===== config.mk =====
export PLATFORM = sky130hd
export DESIGN_NAME = byte_ports
export DESIGN_NICKNAME = d
export VERILOG_FILES = /design/src/shared/byte_ports_pkg.sv /design/src/rtl/byte_ports.sv /design/src/rtl/byte_ports_fifo.sv
export VERILOG_INCLUDE_DIRS = /design/src /design/src/shared
export SDC_FILE = /design/constraint.sdc
export NUM_CORES = 1
export LEC_CHECK = 0
export BUFFER_PORTS_ARGS = -buffer_cell sky130_fd_sc_hd__buf_2
export CAP_MARGIN = 20
export CORE_MARGIN = 2
export CORE_UTILIZATION = 63
export DETAILED_ROUTE_END_ITERATION = 10
export MAX_ROUTING_LAYER = met4
export PLACE_DENSITY_LB_ADDON = 0.3
export SYNTH_ARGS = -nofsm -noshare
export SYNTH_HDL_FRONTEND = slang
export SYNTH_SLANG_ARGS = --single-unit

===== constraint.sdc =====
create_clock -name clock -period 6.6 [get_ports clock]
set_input_delay 0.33 -clock clock [delete_from_list [all_inputs] [get_ports clock]]
set_output_delay 0.33 -clock clock [all_outputs]
set_load 0.005 [all_outputs]

===== src/shared/byte_ports_defines.svh =====
// register offsets, field positions and reset values of the byte ports
`ifndef BYTE_PORTS_DEFINES_SVH
`define BYTE_PORTS_DEFINES_SVH
`define GENERAL_PORT_DATA_ADDR 8'h02
`define AUX_PORT_DATA_ADDR 8'h03
`define GENERAL_PORT_DIRECTION_ADDR 8'hf6
`define AUX_PORT_FUNCTION_ADDR 8'hf7
`define DIRECTION_RESET 8'hff
`define FUNCTION_RESET 8'h00
`define AUX_OUT_RESET 4'hf
`define FUNC_PUSH_PULL_BIT 0
`define FUNC_HANDSHAKE_BIT 6
`define HS_LINE_IN 1
`define HS_LINE_OUT 2
`define MSB_LINE 7
`define FIFO_DEPTH 8
`endif


===== src/shared/byte_ports_pkg.sv =====
// types shared by the byte port block
package byte_ports_pkg;
    typedef struct packed {
        logic write;
        logic read;
        logic [7:0] addr;
        logic [7:0] wdata;
    } reg_req_type;
    typedef enum logic [1:0] {
        HS_IDLE,
        HS_BUSY,
        HS_WAIT
    } hs_state_type;
endpackage


===== src/rtl/byte_ports.sv =====
// general byte port with per-line direction, auxiliary port and handshake engine
`timescale 1ns/1ps
`default_nettype none
`include "byte_ports_defines.svh"
module byte_ports (
    input wire logic clock,
    input wire logic sys_rst,
    input wire byte_ports_pkg::reg_req_type regReq,
    output logic [7:0] regRdata,
    input wire logic [7:0] generalPortIn,
    output logic [7:0] generalPortOut,
    output logic [7:0] generalPortOe,
    input wire logic [3:0] auxPortIn,
    output logic [3:0] auxPortOut,
    output logic [3:0] intRequest,
    output logic hsIntRequest
);
    ////////////////////////////////////////////////////////////////////////
    // pin sampling
    logic [7:0] gpMeta_q, gpSync_q;
    logic [3:0] auxMeta_q, auxSync_q;
    logic [7:0] dirReg_q, dirReg_d;
    logic [7:0] funcReg_q, funcReg_d;
    logic [7:0] outReg_q, outReg_d;
    logic [3:0] auxOut_q, auxOut_d;
    logic [7:0] inReg_q, inReg_d;
    logic [7:0] rdata_d;
    logic strobePrev_q, readyPrev_q;
    logic hsEnable, hsInput, strobeIn, readyIn, hsLineOut_q, hsLineOut_d;
    logic gpRead, gpWrite;
    logic [7:0] hsMask;
    byte_ports_pkg::hs_state_type state_q, state_d;
    logic fifoValid, fifoReady, fifoOutValid, fifoPop;
    logic [7:0] fifoData;
    logic intPulse_d;
    // two stages settle asynchronous pins before a read sees them
    always_ff @(posedge clock) begin
        if (sys_rst) begin
            gpMeta_q <= 8'h00;
            gpSync_q <= 8'h00;
            // idle-high strobe/ready line, so no false edge right after reset
            auxMeta_q <= 4'hf;
            auxSync_q <= 4'hf;
        end else begin
            gpMeta_q <= generalPortIn;
            gpSync_q <= gpMeta_q;
            auxMeta_q <= auxPortIn;
            auxSync_q <= auxMeta_q;
        end
    end
    ////////////////////////////////////////////////////////////////////////
    // handshake decode
    assign hsEnable = funcReg_q[`FUNC_HANDSHAKE_BIT];
    assign hsInput = dirReg_q[`MSB_LINE];
    assign hsMask = hsEnable ? ~(dirReg_q ^ {8{hsInput}}) : 8'h00;
    assign strobeIn = auxSync_q[`HS_LINE_IN];
    assign readyIn = auxSync_q[`HS_LINE_IN];
    assign gpRead = regReq.read && (regReq.addr == `GENERAL_PORT_DATA_ADDR);
    assign gpWrite = regReq.write && (regReq.addr == `GENERAL_PORT_DATA_ADDR);
    assign intRequest = {auxSync_q[0], auxSync_q[1], auxSync_q[3], auxSync_q[2]};
    // output writes queue so up to 8 back-to-back writes during a transfer are not dropped; a write while the fifo is full is lost
    assign fifoValid = gpWrite && hsEnable && !hsInput;
    byte_ports_fifo #(.WIDTH(8), .DEPTH(`FIFO_DEPTH)) dataFifo (
        .clock(clock),
        .sys_rst(sys_rst),
        .inValid(fifoValid),
        .inReady(fifoReady),
        .inData(regReq.wdata),
        .outValid(fifoOutValid),
        .outReady(fifoPop),
        .outData(fifoData)
    );
    ////////////////////////////////////////////////////////////////////////
    // handshake engine
    always_comb begin
        state_d = state_q;
        inReg_d = inReg_q;
        hsLineOut_d = hsLineOut_q;
        intPulse_d = 1'b0;
        fifoPop = 1'b0;
        outReg_d = outReg_q;
        if (gpWrite && !(hsEnable && !hsInput)) begin
            outReg_d = regReq.wdata;
        end
        if (!hsEnable) begin
            state_d = byte_ports_pkg::HS_IDLE;
            hsLineOut_d = 1'b1;
        end else if (hsInput) begin
            case (state_q)
                byte_ports_pkg::HS_IDLE: begin
                    hsLineOut_d = 1'b1;
                    if (strobePrev_q && !strobeIn) begin
                        inReg_d = gpSync_q;
                        intPulse_d = 1'b1;
                        hsLineOut_d = 1'b0;
                        state_d = byte_ports_pkg::HS_BUSY;
                    end
                end
                default: begin
                    hsLineOut_d = 1'b0;
                    if (gpRead) begin
                        state_d = byte_ports_pkg::HS_WAIT;
                    end
                    if ((gpRead || state_q == byte_ports_pkg::HS_WAIT) && strobeIn) begin
                        hsLineOut_d = 1'b1;
                        state_d = byte_ports_pkg::HS_IDLE;
                    end
                end
            endcase
        end else begin
            case (state_q)
                byte_ports_pkg::HS_IDLE: begin
                    hsLineOut_d = 1'b1;
                    if (fifoOutValid && readyIn) begin
                        outReg_d = fifoData;
                        fifoPop = 1'b1;
                        hsLineOut_d = 1'b0;
                        state_d = byte_ports_pkg::HS_BUSY;
                    end
                end
                byte_ports_pkg::HS_BUSY: begin
                    if (readyPrev_q && !readyIn) begin
                        intPulse_d = 1'b1;
                        hsLineOut_d = 1'b1;
                        state_d = byte_ports_pkg::HS_WAIT;
                    end
                end
                default: begin
                    // next data stays queued until ready is back high
                    if (readyIn) begin
                        state_d = byte_ports_pkg::HS_IDLE;
                    end
                end
            endcase
        end
    end
    ////////////////////////////////////////////////////////////////////////
    // register writes
    always_comb begin
        dirReg_d = dirReg_q;
        funcReg_d = funcReg_q;
        auxOut_d = auxOut_q;
        if (regReq.write) begin
            if (regReq.addr == `GENERAL_PORT_DIRECTION_ADDR) begin
                dirReg_d = regReq.wdata;
            end else if (regReq.addr == `AUX_PORT_FUNCTION_ADDR) begin
                funcReg_d = regReq.wdata;
            end else if (regReq.addr == `AUX_PORT_DATA_ADDR) begin
                auxOut_d = regReq.wdata[7:4];
            end
        end
    end
    ////////////////////////////////////////////////////////////////////////
    // read mux
    always_comb begin
        rdata_d = 8'h00;
        if (regReq.addr == `GENERAL_PORT_DATA_ADDR) begin
            rdata_d = (gpSync_q & ~hsMask) | (inReg_q & hsMask & dirReg_q);
            rdata_d = rdata_d | (gpSync_q & hsMask & ~dirReg_q);
        end else if (regReq.addr == `AUX_PORT_DATA_ADDR) begin
            rdata_d = {auxPortOut, auxSync_q};
        end else if (regReq.addr == `GENERAL_PORT_DIRECTION_ADDR) begin
            rdata_d = dirReg_q;
        end else if (regReq.addr == `AUX_PORT_FUNCTION_ADDR) begin
            rdata_d = funcReg_q;
        end
    end
    always_ff @(posedge clock) begin
        if (sys_rst) begin
            dirReg_q <= `DIRECTION_RESET;
            funcReg_q <= `FUNCTION_RESET;
            auxOut_q <= `AUX_OUT_RESET;
            outReg_q <= 8'h00;
            inReg_q <= 8'h00;
            state_q <= byte_ports_pkg::HS_IDLE;
            hsLineOut_q <= 1'b1;
            strobePrev_q <= 1'b1;
            readyPrev_q <= 1'b1;
            hsIntRequest <= 1'b0;
            regRdata <= 8'h00;
        end else begin
            dirReg_q <= dirReg_d;
            funcReg_q <= funcReg_d;
            auxOut_q <= auxOut_d;
            outReg_q <= outReg_d;
            inReg_q <= inReg_d;
            state_q <= state_d;
            hsLineOut_q <= hsLineOut_d;
            strobePrev_q <= strobeIn;
            readyPrev_q <= readyIn;
            hsIntRequest <= intPulse_d;
            regRdata <= regReq.read ? rdata_d : 8'h00;
        end
    end
    ////////////////////////////////////////////////////////////////////////
    // pin drive
    genvar i;
    generate
        for (i = 0; i < 8; i++) begin : gpLine
            // open-drain drives only the low level
            assign generalPortOut[i] = outReg_q[i];
            assign generalPortOe[i] = !dirReg_q[i] && (funcReg_q[`FUNC_PUSH_PULL_BIT] || !outReg_q[i]);
        end
    endgenerate
    assign auxPortOut = {auxOut_q[3], hsEnable ? hsLineOut_q : auxOut_q[`HS_LINE_OUT], auxOut_q[1:0]};
    ////////////////////////////////////////////////////////////////////////
    // checks
    a_strobe_latch: assert property (@(posedge clock) disable iff (sys_rst)
        (hsEnable && hsInput && state_q == byte_ports_pkg::HS_IDLE && strobePrev_q && !strobeIn)
        |=> (!hsLineOut_q && hsIntRequest && inReg_q == $past(gpSync_q)))
        else $error("strobe did not latch");
    a_capture_protect: assert property (@(posedge clock) disable iff (sys_rst)
        (state_q == byte_ports_pkg::HS_BUSY && hsInput && hsEnable) |=> $stable(inReg_q))
        else $error("captured data overwritten");
    a_ready_return: assert property (@(posedge clock) disable iff (sys_rst)
        (hsEnable && hsInput && $past(hsEnable && hsInput) && $rose(hsLineOut_q)) |-> $past(strobeIn))
        else $error("ready rose early");
    a_write_ready: assert property (@(posedge clock) disable iff (sys_rst)
        (hsEnable && !hsInput && $past(hsEnable && !hsInput) && $fell(hsLineOut_q)) |-> $past(readyIn))
        else $error("data-available without ready");
    a_ready_fall: assert property (@(posedge clock) disable iff (sys_rst)
        (hsEnable && !hsInput && state_q == byte_ports_pkg::HS_BUSY && readyPrev_q && !readyIn)
        |=> (hsLineOut_q && hsIntRequest))
        else $error("ready fall not answered");
    a_dir_reset: assert property (@(posedge clock)
        sys_rst |=> (dirReg_q == `DIRECTION_RESET && generalPortOe == 8'h00))
        else $error("reset state wrong");
    a_open_drain: assert property (@(posedge clock) disable iff (sys_rst)
        (!funcReg_q[`FUNC_PUSH_PULL_BIT]) |-> ((generalPortOe & outReg_q) == 8'h00))
        else $error("open-drain drove high");
    a_irq_map: assert property (@(posedge clock) disable iff (sys_rst)
        intRequest[3] == auxSync_q[0] && intRequest[0] == auxSync_q[2])
        else $error("interrupt mapping wrong");
    a_out_write: assert property (@(posedge clock) disable iff (sys_rst)
        (gpWrite && !(hsEnable && !hsInput)) |=> (outReg_q == $past(regReq.wdata)))
        else $error("port write not loaded");
    a_dir_write: assert property (@(posedge clock) disable iff (sys_rst)
        (regReq.write && regReq.addr == `GENERAL_PORT_DIRECTION_ADDR) |=> (dirReg_q == $past(regReq.wdata)))
        else $error("direction write not loaded");
    a_aux_protect: assert property (@(posedge clock) disable iff (sys_rst)
        (hsEnable && $past(hsEnable) && $stable(hsLineOut_q)) |-> $stable(auxPortOut[`HS_LINE_OUT]))
        else $error("handshake line changed by write");
    a_aux_read: assert property (@(posedge clock) disable iff (sys_rst)
        (regReq.read && regReq.addr == `AUX_PORT_DATA_ADDR) |=> (regRdata == {$past(auxPortOut), $past(auxSync_q)}))
        else $error("aux read wrong");
    a_read_idle: assert property (@(posedge clock) disable iff (sys_rst)
        (!regReq.read) |=> (regRdata == 8'h00))
        else $error("read data without read");
    a_pin_read: assert property (@(posedge clock) disable iff (sys_rst)
        (regReq.read && regReq.addr == `GENERAL_PORT_DATA_ADDR && !hsEnable) |=> (regRdata == $past(gpSync_q)))
        else $error("port read not pin level");
    a_hs_read: assert property (@(posedge clock) disable iff (sys_rst)
        (regReq.read && regReq.addr == `GENERAL_PORT_DATA_ADDR && hsEnable && hsInput)
        |=> (((regRdata ^ $past(inReg_q)) & $past(hsMask & dirReg_q)) == 8'h00))
        else $error("captured value not returned");
    a_pin_sync: assert property (@(posedge clock) disable iff (sys_rst)
        (!$past(sys_rst) && !$past(sys_rst, 2)) |-> (gpSync_q == $past(generalPortIn, 2)))
        else $error("pin sampling depth wrong");
    a_pulse_once: assert property (@(posedge clock) disable iff (sys_rst)
        hsIntRequest |=> !hsIntRequest)
        else $error("request pulse too long");
    a_hold_back: assert property (@(posedge clock) disable iff (sys_rst)
        (hsEnable && !hsInput && !readyIn) |-> !fifoPop)
        else $error("data sent without ready");
endmodule
`default_nettype wire


===== src/rtl/byte_ports_fifo.sv =====
// small synchronous fifo with valid and ready on both sides
`timescale 1ns/1ps
`default_nettype none
module byte_ports_fifo #(
    parameter int WIDTH = 8,
    parameter int DEPTH = 8
) (
    input wire logic clock,
    input wire logic sys_rst,
    input wire logic inValid,
    output logic inReady,
    input wire logic [WIDTH-1:0] inData,
    output logic outValid,
    input wire logic outReady,
    output logic [WIDTH-1:0] outData
);
    localparam int AW = $clog2(DEPTH);
    logic [WIDTH-1:0] mem [DEPTH];
    logic [AW:0] count_q, count_d;
    logic [AW-1:0] wp_q, wp_d, rp_q, rp_d;
    logic push, pop;
    assign inReady = (count_q != (AW+1)'(DEPTH));
    assign outValid = (count_q != '0);
    assign push = inValid && inReady;
    assign pop = outValid && outReady;
    assign outData = mem[rp_q];
    always_comb begin
        wp_d = push ? AW'((wp_q + 1'b1) % DEPTH) : wp_q;
        rp_d = pop ? AW'((rp_q + 1'b1) % DEPTH) : rp_q;
        count_d = count_q + (AW+1)'(push) - (AW+1)'(pop);
    end
    always_ff @(posedge clock) begin
        if (sys_rst) begin
            wp_q <= '0;
            rp_q <= '0;
            count_q <= '0;
        end else begin
            wp_q <= wp_d;
            rp_q <= rp_d;
            count_q <= count_d;
        end
        if (push) begin
            mem[wp_q] <= inData;
        end
    end
endmodule
`default_nettype wire


==> results.json <==
{
  "status": "finished clean",
  "first_global_vias": 4021,
  "share_of_post_route_cells_with_drive_strength_above_1_pct": 24.29,
  "yosys_warnings": 0,
  "clock_path_buffers": 2,
  "grt_usage_pct": 27.03,
  "setup_viol": 0,
  "timing.hold.worst.start": "generalPortIn[7]",
  "cts_post_setup_buffers_inserted": 0,
  "ys_seq_area_share_pct": 59.81,
  "multi_input_area_um2": 2265,
  "critPathCaptureType": "flop",
  "power_leakage_nw": 2.650,
  "fraction_of_synthesis_flops_using_an_asynchronous_set_or_reset_pin_pct": 0,
  "pwr_density_cell_nw_per_um2": 265.3,
  "floorplan.die_area_um2": 10470,
  "clock_tree_from_tritoncts": "built",
  "max_cap_viol_count": 0,
  "clockRootBuffer": "clkbuf_8",
  "global_route.usage.met3_pct": 6.224,
  "hold_path.class": "in2reg",
  "tritoncts_num_sinks": 150,
  "leading_register_cell_type_out_of_synthesis": "dfxtp_1",
  "placed_cells_incl_taps": 651,
  "synth_enable_flop_cells": 64,
  "floorplan.io_pins": 65,
  "maxSlewHeadroom_pct": 31.26,
  "hold_violations": 0,
  "power_frac_clock_pct": 45.2,
  "rsz0062_at_grt": "no",
  "max_slew.worst_pin.slew_ns": 1.026,
  "h-tree-depth": 4,
  "worst-path-max-fanout": 8,
  "gp_congestion": 0.8044,
  "postSynthAreaPerCell_um2": 12.51,
  "synthesis_to_layout_area_growth_pct": 15.86,
  "global_route.overflow_total": 0,
  "worst_supply_voltage_drop_on_vdd_mv": 0.1791,
  "layout.filler_cells": 575,
  "startpoint_type": "flop",
  "p_int_w": 0.001457,
  "synth_top_cells_by_area": "edfxtp_1, dfxtp_1, mux2i_1",
  "netlist_instances": 487,
  "max_freq_mhz": 372.5,
  "grt_met1_usage_pct": 34.13,
  "met2_usage_pct": 43.02,
  "whs_endpoint": "gpMeta_q[7]",
  "num_antenna_cells": 0,
  "synth_common_cells": "dfxtp_1, edfxtp_1, nor2_1, mux2i_1, nor2b_1",
  "initial_antenna_violation_count": 0,
  "launch_point_of_the_worst_reg_to_reg_path": "dataFifo.count_q[2]",
  "ant_nets_after_route": 0,
  "switchingPower_w": 0.0004153,
  "pwr-share-comb_pct": 2.6,
  "syn-cell-area_um2": 6092,
  "remaining_drcs": 0,
  "critical_path.reg2reg.endpoint": "dataFifo.count_q[2]",
  "grt.busiest_layer": "met2",
  "ff2ff_setup_slack_ns": 3.92,
  "numCtsBuffers": 17,
  "data_arrival_time_of_the_critical_path_ns": 3.06,
  "power.sequential.fraction_pct": 52.2,
  "clk_pin_slew_worst_paths_ns": 0.07,
  "die-width_um": 102.3,
  "totalNegativeSetupSlack_ns": 0,
  "critPathKind": "reg2reg",
  "cts.repair.resized": 0,
  "synth_nets": 527,
  "finClkSkew_ns": 0.007433,
  "fin_crit_ns": 2.684,
  "sequential_area_um2": 3643,
  "grt_max_degree": 72,
  "cts.hold.buffers_added": 4,
  "synth_largest_type_area_fraction_pct": 31.55,
  "clk_latency_ns": 0.52,
  "switching_share_pct": 22.18,
  "layout_nets": 591,
  "ys_types": 52,
  "place.detailed.hpwl_um": 8807,
  "initial_util_pct": 65.31,
  "yosys.cell_count.top_type": "dfxtp_1",
  "core_area_um2": 9328,
  "drt-initial-drc-count": 363,
  "floorplan.rows": 35,
  "drt-total-wl_um": 13020,
  "timing.final.crit_share_pct": 40.67,
  "stdcell_count": 693,
  "detail_route.wl_per_cell_um": 18.79,
  "synth-seq-cells": 150,
  "drt-pass1-iter-count": 5,
  "fin_hold_ws_ns": 0.01493,
  "route.vias.total": 4147,
  "timing.critical_path.required_ns": 6.98,
  "die_h_um": 102.3,
  "final-max-slew-violation-count": 0,
  "synthDominantAreaCellType": "edfxtp_1",
  "worst_hold_path.num_cells": 2,
  "timing.reg2reg.worst_path_depth": 10,
  "grt_pass1_wl_um": 20300,
  "route.detailed.vias_per_inst": 5.984,
  "port-buffer-count": 64
}
-- critical path: stages, from the launching register on --
cell and delay (ns):
dfxtp_1 0.31, inv_1 0.10, ha_1 0.16, or3b_2 0.49, nand4_1 0.31, or2_2 0.22
nand2_1 0.07, ha_1 0.24, fa_1 0.42, xnor2_1 0.18, nor2_1 0.06
-- kinds of logic after synthesis --
group | synth area share [%]
simple gates | 13.60
flops | 59.81
compound gates | 8.236
mux | 13.00
buf+inv | 3.019
fa+ha+maj | 1.766
xor+xnor | 0.5752
-- area by class of cell --
class	count	share of cell area, %
multi-input combinational	294	32.09
timing repair buffer	76	5.956
clock inverter	13	1.436
sequential	150	51.62
clock buffer	19	5.974
inverter	12	0.6382
tap	129	2.287
-- power groups by stage --
stage	sequential [W]	clock, W	combinational, W
final	0.000977	0.000847	0.0000489
after global routing	0.000977	0.000892	0.0000539
after CTS	0.000977	0.000851	0.0000483
after detailed placement	0.000997	0	0.0000463
after global placement	0.000997	0	0.0000447
after floorplan	0.000996	0	0.0000219
-- cells in the final DEF (no fill, tap or decap), drive strengths merged, types with 5 or more instances in the layout --
| cell type | Yosys | routed |
|---|---|---|
| a211o | 12 | 12 |
| a21oi | 16 | 16 |
| and2 | 5 | 5 |
| buf | 12 | 70 |
| clkbuf | 19 | 21 |
| clkinvlp | 0 | 6 |
| dfxtp | 86 | 86 |
| edfxtp | 64 | 64 |
| ha | 7 | 7 |
| inv | 12 | 16 |
| mux2i | 42 | 42 |
| mux4 | 16 | 16 |
| nand2 | 17 | 17 |
| nand2b | 5 | 5 |
| nor2 | 45 | 45 |
| nor2b | 31 | 31 |
| nor3 | 7 | 7 |
| o21ai | 6 | 6 |
| o22ai | 8 | 8 |
| o32ai | 8 | 8 |
| or2 | 13 | 13 |
-- registers in the layout (all words and copies together) (netlist names), 8 cells and up, named ones only --
| name | count |
|---|---|
| generalPortOut | 8 |
| inReg_q | 8 |
| funcReg_q | 8 |
| gpMeta_q | 8 |
| regRdata | 8 |
| dirReg_q | 8 |
| gpSync_q | 8 |
| dataFifo.mem | 64 |
-- per-stage QoR --
stage	worst slack (ns)	cell area, um^2	power [W]	util [%]
floorplan	4.068	6092	0.001018	-
global placement	3.718	6450	0.001041	69.15
detailed placement	3.525	6450	0.001043	69.15
CTS	3.883	7013	0.001876	75.18
global route	3.751	7058	0.001923	75.67
finish	3.916	7058	0.001872	75.67
-- worst max path at each step --
stage	start	endpoint	depth (start not counted)
2_1_floorplan	regReq[15]	dataFifo.mem[0][0]	4
6_report	dataFifo.count_q[2]	dataFifo.count_q[2]	10
4_1_cts	dataFifo.count_q[2]	dataFifo.count_q[2]	10
3_3_place_gp	regReq[15]	dataFifo.mem[3][0]	5
5_1_grt	dataFifo.count_q[2]	dataFifo.count_q[2]	10
3_5_place_dp	regReq[15]	dataFifo.mem[3][0]	5
-- per-layer routing --
| layer | up-vias | wire, um | share of wire (%) |
|---|---|---|---|
| met5 | - | 0 | 0 |
| met4 | 0 | 247 | 1.9 |
| met3 | 23 | 980 | 7.5 |
| met2 | 197 | 6414 | 49 |
| met1 | 2000 | 5381 | 41 |
| li1 | 1927 | - | - |
(Power assumes the default switching activity.)
